**src/hdl/cbsc_regs.svh**
```systemverilog
// constants shared by the socket control block
`ifndef CBSC_REGS_SVH
`define CBSC_REGS_SVH
`define CBSC_CLAIM_TMO    3'h5
`define CBSC_PIN_IDLE     1'h1
`define CBSC_PIN_ACT      1'h0
`define CBSC_SYNC_W       16
`define CBSC_SYNC_RST     16'hffcc
`define CBSC_SENSE_RST    2'h0
`endif

```
**src/hdl/cbsc_pkg.sv**
```systemverilog
// types and helpers for the socket control block
package cbsc_pkg;
  typedef enum logic [1:0] {IS_IDLE, IS_ADDR, IS_DATA, IS_TURN} cbsc_ini_state_t;
  typedef enum logic [1:0] {TS_IDLE, TS_ACT, TS_TURN} cbsc_tgt_state_t;

  // active-low ready pair both asserted
  function automatic logic cbsc_phase_done(input logic irdy_n, input logic trdy_n);
    cbsc_phase_done = !irdy_n && !trdy_n;
  endfunction : cbsc_phase_done
endpackage : cbsc_pkg

```
**src/hdl/cbsc_socket.sv**
```systemverilog
// one socket slot of the card bus control signalling
`timescale 1ns/100ps
`include "cbsc_regs.svh"
module cbsc_socket
  import cbsc_pkg::*;
#(
  parameter int unsigned PH_W = 4
) (
  input  wire logic            mclk_in,
  input  wire logic            rst_n_in,
  input  wire logic            socket_bus_clock_in,
  input  wire logic            cycle_frame_n_in,
  output logic                 cycle_frame_n_out,
  output logic                 cycle_frame_oe_out,
  input  wire logic            initiator_ready_n_in,
  output logic                 initiator_ready_n_out,
  output logic                 initiator_ready_oe_out,
  input  wire logic            target_ready_n_in,
  output logic                 target_ready_n_out,
  output logic                 target_ready_oe_out,
  input  wire logic            target_claim_n_in,
  output logic                 target_claim_n_out,
  output logic                 target_claim_oe_out,
  input  wire logic            stop_request_n_in,
  output logic                 stop_request_n_out,
  output logic                 stop_request_oe_out,
  input  wire logic            exclusive_lock_n_in,
  output logic                 exclusive_lock_n_out,
  output logic                 exclusive_lock_oe_out,
  output logic                 parity_error_line_n_out,
  output logic                 parity_error_line_oe_out,
  input  wire logic            bus_request_n_in,
  output logic                 bus_grant_n_out,
  input  wire logic            card_interrupt_n_in,
  input  wire logic            system_error_n_in,
  input  wire logic            status_change_in,
  input  wire logic            card_audio_in,
  input  wire logic            card_detect_first_n_in,
  input  wire logic            card_detect_second_n_in,
  input  wire logic            voltage_sense_first_in,
  input  wire logic            voltage_sense_second_in,
  input  wire logic            ini_req_in,
  input  wire logic [PH_W-1:0] ini_len_in,
  input  wire logic            ini_lock_in,
  output logic                 ini_busy_out,
  output logic                 ini_done_out,
  output logic                 ini_abort_out,
  input  wire logic            tgt_hit_in,
  input  wire logic            tgt_burst_ok_in,
  output logic                 tgt_phase_out,
  input  wire logic            data_par_err_in,
  input  wire logic            special_cycle_in,
  input  wire logic            serr_en_in,
  input  wire logic            zv_mode_in,
  output logic                 zv_active_out,
  output logic                 speaker_out,
  output logic                 card_present_out,
  output logic [1:0]           card_sense_out,
  output logic                 card_irq_out,
  output logic                 status_change_out,
  output logic                 wake_out,
  output logic                 pci_serr_n_out,
  output logic                 lock_held_out
);
  // all socket pins, clock included, pass two flops first
  logic [`CBSC_SYNC_W-1:0] pins_s;
  cbsc_sync #(.W(`CBSC_SYNC_W), .RST_VAL(`CBSC_SYNC_RST)) u_sync (
    .mclk_in  (mclk_in),
    .rst_n_in (rst_n_in),
    .async_in ({socket_bus_clock_in, cycle_frame_n_in, initiator_ready_n_in,
                target_ready_n_in, target_claim_n_in, stop_request_n_in,
                exclusive_lock_n_in, bus_request_n_in, card_interrupt_n_in,
                system_error_n_in, status_change_in, card_audio_in,
                card_detect_first_n_in, card_detect_second_n_in,
                voltage_sense_first_in, voltage_sense_second_in}),
    .sync_out (pins_s)
  );

  wire clk_s   = pins_s[15];
  wire frame_s = pins_s[14];
  wire irdy_s  = pins_s[13];
  wire trdy_s  = pins_s[12];
  wire claim_s = pins_s[11];
  wire stop_s  = pins_s[10];
  wire lock_s  = pins_s[9];
  wire req_s   = pins_s[8];
  wire card_interrupt_s  = pins_s[7];
  wire serr_s  = pins_s[6];
  wire stsch_s = pins_s[5];
  wire aud_s   = pins_s[4];
  wire cd1_s   = pins_s[3];
  wire cd2_s   = pins_s[2];
  wire vs1_s   = pins_s[1];
  wire vs2_s   = pins_s[0];

  logic            clk_d_r;
  logic            frame_d_r;
  logic            serr_d_r;
  cbsc_ini_state_t ist_r;
  cbsc_tgt_state_t tst_r;
  logic [PH_W-1:0] rem_r;
  logic [2:0]      tmo_r;
  logic            claimed_r;
  logic            perr_p_r;

  // every bus action happens at a sampled rising socket clock edge
  wire sk_rise   = clk_s && !clk_d_r;
  wire bus_idle  = frame_s && irdy_s;
  wire ini_start = sk_rise && (ist_r == IS_IDLE) && (tst_r == TS_IDLE) && ini_req_in
                   && bus_grant_n_out && bus_idle && !zv_mode_in;
  wire claim_now = claimed_r || !claim_s;
  wire ini_done  = cbsc_phase_done(initiator_ready_n_out, trdy_s) && claim_now;
  wire ini_tmo   = !claim_now && (tmo_r == `CBSC_CLAIM_TMO - 3'h1);
  wire ini_end   = (ini_done && rem_r == {{(PH_W-1){1'b0}}, 1'b1})
                   || (!stop_s && claim_now && (ini_done || cycle_frame_n_out));
  wire tgt_start = sk_rise && (tst_r == TS_IDLE) && (ist_r == IS_IDLE) && !frame_s
                   && frame_d_r && tgt_hit_in && !zv_mode_in;
  wire tgt_done  = cbsc_phase_done(irdy_s, target_ready_n_out);
  wire tgt_last  = tgt_done && frame_s;
  wire perr_hit  = tgt_done && data_par_err_in && !special_cycle_in;
  wire grant_ok  = !req_s && (ist_r == IS_IDLE) && (tst_r == TS_IDLE) && bus_idle
                   && !ini_req_in && !zv_mode_in;

  always_ff @(posedge mclk_in) begin
    if (!rst_n_in) begin
      // same level as the synchroniser's reset, so no false edge after reset
      clk_d_r   <= `CBSC_PIN_IDLE;
      frame_d_r <= `CBSC_PIN_IDLE;
      serr_d_r  <= `CBSC_PIN_IDLE;
    end else begin
      clk_d_r   <= clk_s;
      serr_d_r  <= serr_s;
      if (sk_rise) begin
        frame_d_r <= frame_s;
      end
    end
  end

  // bridge as initiator
  always_ff @(posedge mclk_in) begin
    if (!rst_n_in) begin
      ist_r                  <= IS_IDLE;
      rem_r                  <= '0;
      tmo_r                  <= 3'h0;
      claimed_r              <= 1'h0;
      cycle_frame_n_out      <= `CBSC_PIN_IDLE;
      cycle_frame_oe_out     <= 1'h0;
      initiator_ready_n_out  <= `CBSC_PIN_IDLE;
      initiator_ready_oe_out <= 1'h0;
      exclusive_lock_n_out   <= `CBSC_PIN_IDLE;
      exclusive_lock_oe_out  <= 1'h0;
      ini_done_out           <= 1'h0;
      ini_abort_out          <= 1'h0;
      ini_busy_out           <= 1'h0;
    end else begin
      ini_done_out  <= 1'h0;
      ini_abort_out <= 1'h0;
      ini_busy_out  <= (ist_r != IS_IDLE) || ini_start;
      case (ist_r)
        IS_IDLE: begin
          if (ini_start) begin
            cycle_frame_n_out  <= `CBSC_PIN_ACT;
            cycle_frame_oe_out <= 1'h1;
            rem_r              <= ini_len_in;
            ist_r              <= IS_ADDR;
          end
        end
        IS_ADDR: begin
          if (sk_rise) begin
            initiator_ready_n_out  <= `CBSC_PIN_ACT;
            initiator_ready_oe_out <= 1'h1;
            tmo_r                  <= 3'h0;
            claimed_r              <= 1'h0;
            if (rem_r <= {{(PH_W-1){1'b0}}, 1'b1}) begin
              cycle_frame_n_out <= `CBSC_PIN_IDLE;
            end
            if (ini_lock_in) begin
              exclusive_lock_n_out  <= `CBSC_PIN_ACT;
              exclusive_lock_oe_out <= 1'h1;
            end
            ist_r <= IS_DATA;
          end
        end
        IS_DATA: begin
          if (sk_rise) begin
            claimed_r <= claim_now;
            if (ini_tmo) begin
              cycle_frame_n_out     <= `CBSC_PIN_IDLE;
              initiator_ready_n_out <= `CBSC_PIN_IDLE;
              ini_abort_out         <= 1'h1;
              ist_r                 <= IS_TURN;
            end else if (ini_end) begin
              cycle_frame_n_out     <= `CBSC_PIN_IDLE;
              initiator_ready_n_out <= `CBSC_PIN_IDLE;
              ist_r                 <= IS_TURN;
            end else begin
              if (!claim_now) begin
                tmo_r <= tmo_r + 3'h1;
              end
              if (ini_done) begin
                rem_r <= rem_r - {{(PH_W-1){1'b0}}, 1'b1};
              end
              if ((ini_done && rem_r == {{(PH_W-2){1'b0}}, 2'h2}) || !stop_s) begin
                cycle_frame_n_out <= `CBSC_PIN_IDLE;
              end
            end
          end
        end
        IS_TURN: begin
          if (sk_rise) begin
            cycle_frame_oe_out     <= 1'h0;
            initiator_ready_oe_out <= 1'h0;
            if (!ini_lock_in) begin
              exclusive_lock_n_out  <= `CBSC_PIN_IDLE;
              exclusive_lock_oe_out <= 1'h0;
            end
            ini_done_out <= 1'h1;
            ist_r        <= IS_IDLE;
          end
        end
        default: ist_r <= IS_IDLE;
      endcase
    end
  end

  // bridge as target of a card cycle
  always_ff @(posedge mclk_in) begin
    if (!rst_n_in) begin
      tst_r               <= TS_IDLE;
      target_claim_n_out  <= `CBSC_PIN_IDLE;
      target_claim_oe_out <= 1'h0;
      target_ready_n_out  <= `CBSC_PIN_IDLE;
      target_ready_oe_out <= 1'h0;
      stop_request_n_out  <= `CBSC_PIN_IDLE;
      stop_request_oe_out <= 1'h0;
      tgt_phase_out       <= 1'h0;
    end else begin
      tgt_phase_out <= 1'h0;
      case (tst_r)
        TS_IDLE: begin
          if (tgt_start) begin
            target_claim_n_out  <= `CBSC_PIN_ACT;
            target_claim_oe_out <= 1'h1;
            target_ready_n_out  <= `CBSC_PIN_ACT;
            target_ready_oe_out <= 1'h1;
            stop_request_oe_out <= 1'h1;
            tst_r               <= TS_ACT;
          end
        end
        TS_ACT: begin
          if (sk_rise) begin
            tgt_phase_out <= tgt_done;
            if (tgt_last || (frame_s && !stop_request_n_out)) begin
              target_claim_n_out <= `CBSC_PIN_IDLE;
              target_ready_n_out <= `CBSC_PIN_IDLE;
              stop_request_n_out <= `CBSC_PIN_IDLE;
              tst_r              <= TS_TURN;
            end else if (tgt_done && !tgt_burst_ok_in) begin
              stop_request_n_out <= `CBSC_PIN_ACT;
              target_ready_n_out <= `CBSC_PIN_IDLE;
            end
          end
        end
        TS_TURN: begin
          if (sk_rise) begin
            target_claim_oe_out <= 1'h0;
            target_ready_oe_out <= 1'h0;
            stop_request_oe_out <= 1'h0;
            tst_r               <= TS_IDLE;
          end
        end
        default: tst_r <= TS_IDLE;
      endcase
    end
  end

  // parity report, grant, card status
  always_ff @(posedge mclk_in) begin
    if (!rst_n_in) begin
      perr_p_r                 <= 1'h0;
      parity_error_line_n_out  <= `CBSC_PIN_IDLE;
      parity_error_line_oe_out <= 1'h0;
      bus_grant_n_out          <= `CBSC_PIN_IDLE;
      card_present_out         <= 1'h0;
      card_sense_out           <= `CBSC_SENSE_RST;
      pci_serr_n_out           <= `CBSC_PIN_IDLE;
    end else begin
      if (sk_rise) begin
        perr_p_r                 <= (tst_r == TS_ACT) && perr_hit;
        parity_error_line_n_out  <= !perr_p_r;
        parity_error_line_oe_out <= perr_p_r || !parity_error_line_n_out;
        if (grant_ok) begin
          bus_grant_n_out <= `CBSC_PIN_ACT;
        end else if (req_s) begin
          bus_grant_n_out <= `CBSC_PIN_IDLE;
        end
      end
      card_present_out <= !cd1_s && !cd2_s;
      if (!cd1_s && !cd2_s && !card_present_out) begin
        card_sense_out <= {vs2_s, vs1_s};
      end else if (cd1_s || cd2_s) begin
        card_sense_out <= `CBSC_SENSE_RST;
      end
      // only the falling edge reports, so a slow release cannot retrigger
      pci_serr_n_out <= !(serr_en_in && !serr_s && serr_d_r);
    end
  end

  always_ff @(posedge mclk_in) begin
    if (!rst_n_in) begin
      speaker_out       <= 1'h0;
      card_irq_out      <= 1'h0;
      status_change_out <= 1'h0;
      wake_out          <= 1'h0;
      zv_active_out     <= 1'h0;
      lock_held_out     <= 1'h0;
    end else begin
      speaker_out       <= aud_s;
      card_irq_out      <= !card_interrupt_s;
      status_change_out <= stsch_s;
      wake_out          <= stsch_s && !status_change_out;
      zv_active_out     <= zv_mode_in;
      lock_held_out     <= !lock_s && exclusive_lock_n_out;
    end
  end
endmodule : cbsc_socket

```
**src/hdl/cbsc_sync.sv**
```systemverilog
// two flip-flop synchroniser for socket pins
`timescale 1ns/100ps
module cbsc_sync #(
  parameter int unsigned      W       = 1,
  parameter logic [W-1:0]     RST_VAL = '0
) (
  input  wire logic           mclk_in,
  input  wire logic           rst_n_in,
  input  wire logic [W-1:0]   async_in,
  output logic      [W-1:0]   sync_out
);
  logic [W-1:0] meta_r;

  always_ff @(posedge mclk_in) begin
    if (!rst_n_in) begin
      meta_r   <= RST_VAL;
      sync_out <= RST_VAL;
    end else begin
      meta_r   <= async_in;
      sync_out <= meta_r;
    end
  end
endmodule : cbsc_sync

```
**config.mk**
```make
export PLATFORM = sky130hd
export DESIGN_NAME = cbsc_socket
export DESIGN_NICKNAME = d
export VERILOG_FILES = /design/src/hdl/cbsc_pkg.sv /design/src/hdl/cbsc_socket.sv /design/src/hdl/cbsc_sync.sv
export VERILOG_INCLUDE_DIRS = /design/src /design/src/hdl
export SDC_FILE = /design/constraint.sdc
export NUM_CORES = 1
export LEC_CHECK = 0
export ABC_CLOCK_PERIOD_IN_PS = 3260
export BUFFER_PORTS_ARGS = -buffer_cell sky130_fd_sc_hd__clkbuf_2
export CAP_MARGIN = 30
export CELL_PAD_IN_SITES_DETAIL_PLACEMENT = 1
export CELL_PAD_IN_SITES_GLOBAL_PLACEMENT = 2
export CORE_ASPECT_RATIO = 1.1
export CORE_MARGIN = 5
export CORE_UTILIZATION = 35
export CTS_BUF_LIST = sky130_fd_sc_hd__clkbuf_16
export DETAILED_ROUTE_END_ITERATION = 8
export PLACE_DENSITY_LB_ADDON = 0.1
export SKIP_CTS_REPAIR_TIMING = 1
export SYNTH_ARGS = -nofsm -noshare
export SYNTH_HDL_FRONTEND = slang
export SYNTH_SLANG_ARGS = --single-unit
```
**constraint.sdc**
```tcl
create_clock -name mclk_in -period 3.26 [get_ports mclk_in]
set_input_delay 0.652 -clock mclk_in [delete_from_list [all_inputs] [get_ports mclk_in]]
set_output_delay 0.652 -clock mclk_in [all_outputs]
set_load 0.005 [all_outputs]
```
==> flow_results.org, run 1 <==
** Run status
- The flow ran to the end, and the final reports show no timing, DRC or antenna violations.

** Timing
- Worst-margin pin slew :: 785 ps
- Number of hold violations in the final report :: 0
- Worst rel slew slack :: 47.6%
- Sum of negative setup slack :: 0 ps
- The final critical path takes up 60.6% of the cycle.
- Setup repair after global routing left no endpoint under its margin.
- Number of failing setup endpoints in the final timing report :: 0
- The total count of max-transition violations in the final report came to 0.
- Layout Skew :: 10.7 ps
- Maximum operating frequency :: 506 MHz
- The clock period could shrink to 1970 ps.

** Power and ir drop
- In this run, flip-flops and latches consume 43.3% of the power.
- Sw power :: 539 uW
- Fraction of power spent switching nets :: 23.5%
- The design draws 2290 uW.
- Clock group share of total power :: 46.4%
- Internal portion of total power :: 1750 uW
- Combinational share of power :: 10.3%
- Leak :: 0.00152 uW
- Power per cell area :: 623 nW/um2
- IR analysis of the VDD net gives a maximum drop of 0.314 mV.

** Worst setup path
- Type of the setup path with the least slack :: register to register
- In this run the worst path has a maximum fanout of 18.
- Reg2reg path depth :: 7
- Setup crit start :: ist_r[0]
- Critical Path AT :: 2190 ps
- In this run the critical register-to-register path is captured at rem_r[2].
- In this run the critical register-to-register path is launched from ist_r[0].
- Worst Setup End Kind :: register
- In this run the worst setup path terminates at rem_r[2].
- Launching element type of the critical path :: register
- For the worst setup path, the data required time is 3480 ps.
- Flop-to-flop setup slack :: 1290 ps

** Global route
- Wire length of the first global-routing pass :: 11500 um
- The via count of the first global-routing pass was 2390.
- Entering global routing, the biggest net connects 58 pins.
- Number of antenna violations at the first check in global routing :: 0
- Across every metal layer, demand over resource in global routing totals 13.9%.
- The total overflow left after global routing is 0.

** Layout
- Cells fill 44.1% of the core in the end.
- Of the cells placed in the final design, the portion with a size suffix greater than 1 is 23.4%.
- In the layout the commonest cells are sky130_fd_sc_hd__dfxtp_1, sky130_fd_sc_hd__clkbuf_2, sky130_fd_sc_hd__nand2b_1, sky130_fd_sc_hd__nand2_1, sky130_fd_sc_hd__nor2_1.
- The layout has 1002 filler cells.
- Leaving out fill and tap cells, the most frequent cell in the layout is sky130_fd_sc_hd__dfxtp_1.
- Layout Nets :: 402
- The area growth from synthesis to layout is 23.9%.
- 0 antenna diodes ended up in the layout.

** Detailed routing
- Total via count in the routed design :: 2328
- Remaining design rule violation count :: 0
- Routed len/inst :: 14.4 um
- Avg Vias per Cell :: 4.87
- For this block, the routed nets add up to 6890 um of wire.
- For this run, the detailed router's first-pass iteration total came to 4.
- Number of nets still failing antenna checks after routing :: 0
- Starting DRC count in detailed routing :: 61

** Synthesis
- The synthesized netlist occupies a cell area of 2960 um2.
- Primary FF master, synth :: sky130_fd_sc_hd__dfxtp_1
- Synthesized area per cell :: 9.68 um2
- Synthesis produced 306 cells.
- The synthesized design devotes to its leading area cell type 50.7% of total area.
- Async set-reset flop share out of synthesis :: 0%
- In this run, synthesis produced a sequential element count of 75.
- Counting distinct cell types in the post-synthesis netlist gives 52.
- Leading post-synthesis cells by cell area :: sky130_fd_sc_hd__dfxtp_1, sky130_fd_sc_hd__nand2b_1, sky130_fd_sc_hd__ha_1
- Number of enable-type register cells in the synthesized netlist :: 0
- Synthesis produced a netlist with a net count of 346.
- The largest total area in the synthesized netlist belongs to sky130_fd_sc_hd__dfxtp_1.
- The Yosys step of the flow raised 0 warnings.
- Part of the Yosys area used for sequential elements :: 50.7%

** Clock network
- Clock-pin slew was measured on the worst setup and hold paths at 60 ps.
- Clock tree synthesis selected as its root buffer the cell sky130_fd_sc_hd__clkbuf_16.
- The longest clock path from root to sink contains 2 buffers.
- In this run the number of H-tree levels came out at 3.
- TritonCTS built the clock tree.
- Buffers inserted during clock tree synthesis total 9.
- # clock sinks :: 75
- For the worst-skew pair, the clock arrives at the later sink with an insertion delay of 330 ps.

** Run
- The tool flagged a number of max-cap violations equal to 0.

** Worst hold path
- The worst hold path belongs to the class register to register.

** Floorplan
- Horizontal extent of the die :: 97.7 um
- Top Ports :: 59
- The floorplan has 35 rows.
- The floorplan step defined a core boundary enclosing 8320 um2.
- Starting density of the core :: 35.6%
- Vertical die dimension :: 107 um
- Total Die Area :: 10400 um2

** Place
- Final RePlAce weighted congestion :: 0.780
- Final HPWL DP :: 4860 um
- Count of buffers from port buffering :: 58
==> Yosys cell counts, drive strengths merged (2+ instances only) <==
cell / count
o21bai: 2
nand2: 18
a211oi: 3
o21ai: 13
nand4b: 2
and2: 12
a221oi: 2
or2: 2
or3: 4
clkbuf: 14
nor4: 2
o31ai: 3
nor2b: 4
a21oi: 12
nand3: 5
nor3b: 4
buf: 4
mux2i: 7
a31oi: 6
ha: 10
dfxtp: 75
or4: 3
nand2b: 33
nand4: 4
nor3: 5
nand3b: 2
o211a: 2
nor2: 17
inv: 15
==> worst max-delay path: stages, from the launching register on <==
cell,delay (ps)
sky130_fd_sc_hd__dfxtp_1,340
sky130_fd_sc_hd__inv_1,110
sky130_fd_sc_hd__ha_1,150
sky130_fd_sc_hd__buf_4,220
sky130_fd_sc_hd__nand2_1,120
sky130_fd_sc_hd__o41ai_2,400
sky130_fd_sc_hd__nand3_1,250
sky130_fd_sc_hd__o211a_1,280
==> registers in the layout, summed over array words and instances, names as in the netlist, 2 cells and up <==
name and count:
u_sync.meta_r 16, u_sync.sync_out 16, rem_r 4, tmo_r 3
card_sense_out 2, ist_r 2, tst_r 2
==> kinds of logic after synthesis <==
kind of cell / share of synthesized area [%]
buffers and inverters: 4.69
XOR/XNOR: 0.296
AND/OR/NAND/NOR: 24.2
AO/OA/AOI/OAI: 13.5
adder cells (fa/ha/maj): 4.22
multiplexers: 2.36
flip-flops: 50.7
==> how the worst min path moves through the flow <==
stage / slack (ps) / startpoint / endpoint / cells after the start
after global placement: 370 / u_sync.sync_out[9] / lock_held_out / 1
after detailed placement: 370 / u_sync.sync_out[7] / card_irq_out / 1
after floorplan: 360 / u_sync.sync_out[7] / card_irq_out / 1
after CTS: 380 / u_sync.sync_out[7] / card_irq_out / 1
final: 380 / u_sync.sync_out[7] / card_irq_out / 1
after global routing: 400 / u_sync.sync_out[7] / card_irq_out / 1
==> power groups by stage <==
| stage | registers, uW | logic (uW) | clock network, uW |
|---|---|---|---|
| 2_1_floorplan | 1010 | 148 | 0 |
| 3_3_place_gp | 1010 | 232 | 0 |
| 3_5_place_dp | 1010 | 239 | 0 |
| 4_1_cts | 992 | 241 | 1090 |
| 5_1_grt | 997 | 268 | 1130 |
| 6_report | 991 | 236 | 1060 |
==> through the flow <==
stage	hold WS, ps	worst slack [ps]	cell area [um2]	instances
2_1_floorplan	363	1330	2960	306
3_3_place_gp	369	1150	3350	462
3_5_place_dp	370	1090	3350	462
4_1_cts	380	1260	3670	478
5_1_grt	397	1120	3670	478
6_report	378	1290	3670	478
==> area by class of cell <==
type	count	area, um2	area share [%]
Clock buffer	9	225	6.13
Multi-Input combinational cell	198	1320	36.0
Timing Repair Buffer	63	328	8.93
Sequential cell	75	1500	40.9
Inverter	15	56.3	1.53
Clock inverter	7	100	2.73
Tap cell	111	139	3.78
==> per-layer routing <==
| layer | vias to the layer above | GRT usage (%) | share of wire [%] |
|---|---|---|---|
| met4 | 0 | 6.33 | 1.5 |
| met1 | 1110 | 16.9 | 46 |
| met5 | - | 0 | 0 |
| li1 | 1170 | - | - |
| met2 | 40 | 23.2 | 48 |
| met3 | 8 | 3.41 | 4.4 |
(Power assumes the default switching activity.)
==> inputs of run 2 (changes only) <==
Settings changed: ABC_CLOCK_PERIOD_IN_PS 3260 to 1900, CORE_UTILIZATION 35 to 33.
Clock period 3.26 ns to 1.9 ns, I/O delays scaled along.
==> run 2 against run 1 <==
Net effect:
- die area rose by 5.5%
- via count grew 1.7%
- clock power up 65%
- register-to-register slack got worse by 1200 ps
- fmax increased by 8.8%
- sequential share of layout area down 1.4 points
- worst setup slack got worse by 1200 ps
- cell count grew 4.0%
- largest power group unchanged
==> flow_results.org, run 2 (synthesis gave the netlist of run 1 again) <==
** Run status
- Result of the run: completed (unchanged).

** Timing
- Worst-margin pin slew :: 384 ps (was 785 ps)
- Unrepaired setup endpoints after global routing: false (unchanged).
- The worst slew margin relative to its limit is 74.4% (was 47.6%).
- Count of final max-slew check failures :: 0 (unchanged)
- Number of hold violations in the final report :: 0 (unchanged)
- Layout Skew :: 5.29 ps (was 10.7 ps)
- Final worst path period need :: 1810 ps (was 1970 ps)
- The fraction of the cycle the final worst path needs is 95.5% (was 60.6%).
- Sum of negative setup slack :: 0 ps (unchanged)
- The total setup violations reported at the end of the flow was 0 (unchanged).
- Maximum operating frequency :: 551 MHz (was 506 MHz)

** Global route
- The initial antenna violation count was 0 (unchanged).
- Number of global-route vias before repair :: 2567 (was 2390)
- Largest net degree at the start of global routing :: 58 (unchanged)
- Wire length of the first global-routing pass :: 12300 um (was 11500 um)
- Total routing resource utilization after global routing :: 14.4% (was 13.9%)
- The global-route congestion overflow total was 0 (unchanged).

** Clock network
- Clock insertion delay at the later pin of the skew report :: 330 ps (about the same)
- # clock sinks :: 75 (unchanged)
- The TritonCTS buffer count came to 9 (unchanged).
- The clock tree root buffer cell is sky130_fd_sc_hd__clkbuf_16 (unchanged).
- The number of buffers between clock root and the deepest sink was 2 (unchanged).
- The maximum level of the CTS H-tree is 3 (unchanged).
- Clock tree from TritonCTS :: built (unchanged)
- Clock transition at path regs :: 60 ps (about the same)

** Worst setup path
- Capture point of the worst reg-to-reg path :: target_ready_n_out (was rem_r[2])
- The critical path launch point type is a register (unchanged).
- The count of cells along the worst register-to-register path is 6 (was 7).
- Critical Path AT :: 2030 ps (was 2190 ps)
- Critical Path RT :: 2120 ps (was 3480 ps)
- The worst-case register-to-register setup slack came to 90 ps (was 1290 ps).
- The biggest fanout along the worst timing path is 4 (was 18).
- The type of the worst setup path is register to register (unchanged).
- Setup crit start :: ist_r[0] (unchanged)
- The kind of end point of the critical path is a register (unchanged).
- Crit Reg-Reg Startpoint :: ist_r[0] (unchanged)

** Layout
- Filler Cell Count :: 1053 (was 1002)
- Layout Nets :: 418 (was 402)
- The combined flip-flop and latch cell area came to 1500 um2 (unchanged).
- The area overhead of the layout relative to synthesis came to 28.2% (was 23.9%).
- Share of layout cells above drive strength 1 :: 27.4% (was 23.4%)
- The most common cell after layout, fill and taps aside is sky130_fd_sc_hd__dfxtp_1 (unchanged).
- Registers with the most flip-flops: u_sync.meta_r (16), u_sync.sync_out (16), rem_r (4) (unchanged).
- Multi-input combinational cell area :: 1330 um2 (was 1320 um2)
- Antenna diode count :: 0 (unchanged)
- Highest-count cells in the layout ignoring fill and taps :: sky130_fd_sc_hd__dfxtp_1, sky130_fd_sc_hd__clkbuf_2, sky130_fd_sc_hd__nand2b_1, sky130_fd_sc_hd__buf_4, sky130_fd_sc_hd__nand2_1 (was sky130_fd_sc_hd__dfxtp_1, sky130_fd_sc_hd__clkbuf_2, sky130_fd_sc_hd__nand2b_1, sky130_fd_sc_hd__nand2_1, sky130_fd_sc_hd__nor2_1)

** Power and ir drop
- The total power consumption of the routed design came to 3910 uW (was 2290 uW).
- The worst supply voltage drop on vdd is 0.494 mV (was 0.314 mV).
- Leak :: 0.00159 uW (was 0.00152 uW)
- The power density normalized to cell area came to 1030 nW/um2 (was 623 nW/um2).

** Place
- The final HPWL from detailed placement came to 5450 um (was 4860 um).
- The count of buffers from port buffering came to 58 (unchanged).
- The placer congestion estimate came to 0.753 (was 0.780).

** Detailed routing
- The wire length per cell after detailed routing is 14.9 um (was 14.4 um).
- The per-cell via count in the routed design came to 4.76 (was 4.87).
- Remaining design rule violation count :: 0 (unchanged)
- 1st-pass router iterations :: 4 (unchanged)
- The detailed router's first-iteration violation count is 62 (was 61).
- Wirelength, routed :: 7410 um (was 6890 um)
- The total number of vias is 2368 (was 2328).
- Number of nets still failing antenna checks after routing :: 0 (unchanged)

** Floorplan
- Starting density of the core :: 33.6% (was 35.6%)
- The area enclosed by the die boundary was 11000 um2 (was 10400 um2).
- Horizontal extent of the die :: 100 um (was 97.7 um)
- The placement row count came to 36 (was 35).
- The area of the core region came to 8830 um2 (was 8320 um2).
- Vertical die dimension :: 109 um (was 107 um)
- Top Ports :: 59 (unchanged)

** Run
- The number of violations of the max-capacitance limit is 0 (unchanged).

** Worst hold path
- The type of the worst min-delay path was input port to register (was register to register).
- The hold path endpoint is u_sync.meta_r[9] (was card_irq_out).
- Hold Crit Start :: exclusive_lock_n_in (was u_sync.sync_out[7])
- The hold-critical path depth came to 2 (was 1).
[run 2: changes by cell type in the layout (fill, tap and decap cells not counted)]
cell / change
sky130_fd_sc_hd__a211oi_1: -1
sky130_fd_sc_hd__a211oi_2: +1
sky130_fd_sc_hd__buf_12: +1
sky130_fd_sc_hd__buf_4: +15
sky130_fd_sc_hd__bufinv_16: -1
sky130_fd_sc_hd__clkinv_4: -1
sky130_fd_sc_hd__clkinvlp_4: +1
sky130_fd_sc_hd__ha_1: -1
sky130_fd_sc_hd__ha_2: +1
sky130_fd_sc_hd__inv_1: -1
sky130_fd_sc_hd__inv_6: +2
[run 2: stage by stage]
step,utilization (%),cell area [um2],hold slack (ps),setup WS [ps],cells
6_report,43.0,3800,224,85.1,497
2_1_floorplan,-,2960,363,143,306
4_1_cts,42.9,3790,212,37.1,497
5_1_grt,43.0,3800,219,2.74,497
3_3_place_gp,39.5,3480,370,74.6,481
3_5_place_dp,39.5,3480,376,9.65,481
[run 2: worst max-delay path by stage]
stage / endpoint / depth (start not counted) / slack [ps]
floorplan: rem_r[2] / 7 / 140
global placement: cycle_frame_n_out / 5 / 70
detailed placement: cycle_frame_n_out / 5 / 10
CTS: ist_r[1] / 6 / 40
global route: target_ready_n_out / 6 / 3
finish: target_ready_n_out / 6 / 90
[run 2: routing by layer]
| layer | part of all wire (%) | GRT usage (%) | up-vias |
|---|---|---|---|
| li1 | - | - | 1204 |
| met1 | 48 | 17.9 | 1115 |
| met2 | 47 | 23.5 | 38 |
| met3 | 3.6 | 3.43 | 11 |
| met4 | 1.7 | 6.64 | 0 |
| met5 | 0 | 0 | - |
[run 2: where the power goes]
group          switching, uW  internal (uW)
clock                    712           1040
sequential              47.5           1650
combinational            232            221
total                    991           2910
[run 2: cell type report]
class                   count  share of cell area, %
clock buffers               9                   5.93
clock inverters             7                   2.17
inverters                  15                   1.48
multi-input cells         198                   35.0
flip-flops and latches     75                   39.5
well taps                 114                   3.75
repair buffers             79                   12.1
[run 2: worst max-delay path, cell delays in order, from the launching register on]
cell                      delay, ps
sky130_fd_sc_hd__dfxtp_1        340
sky130_fd_sc_hd__inv_1          110
sky130_fd_sc_hd__ha_2           200
sky130_fd_sc_hd__nand2_1         60
sky130_fd_sc_hd__or3_1          370
sky130_fd_sc_hd__a311o_1        330
sky130_fd_sc_hd__a221o_1        280
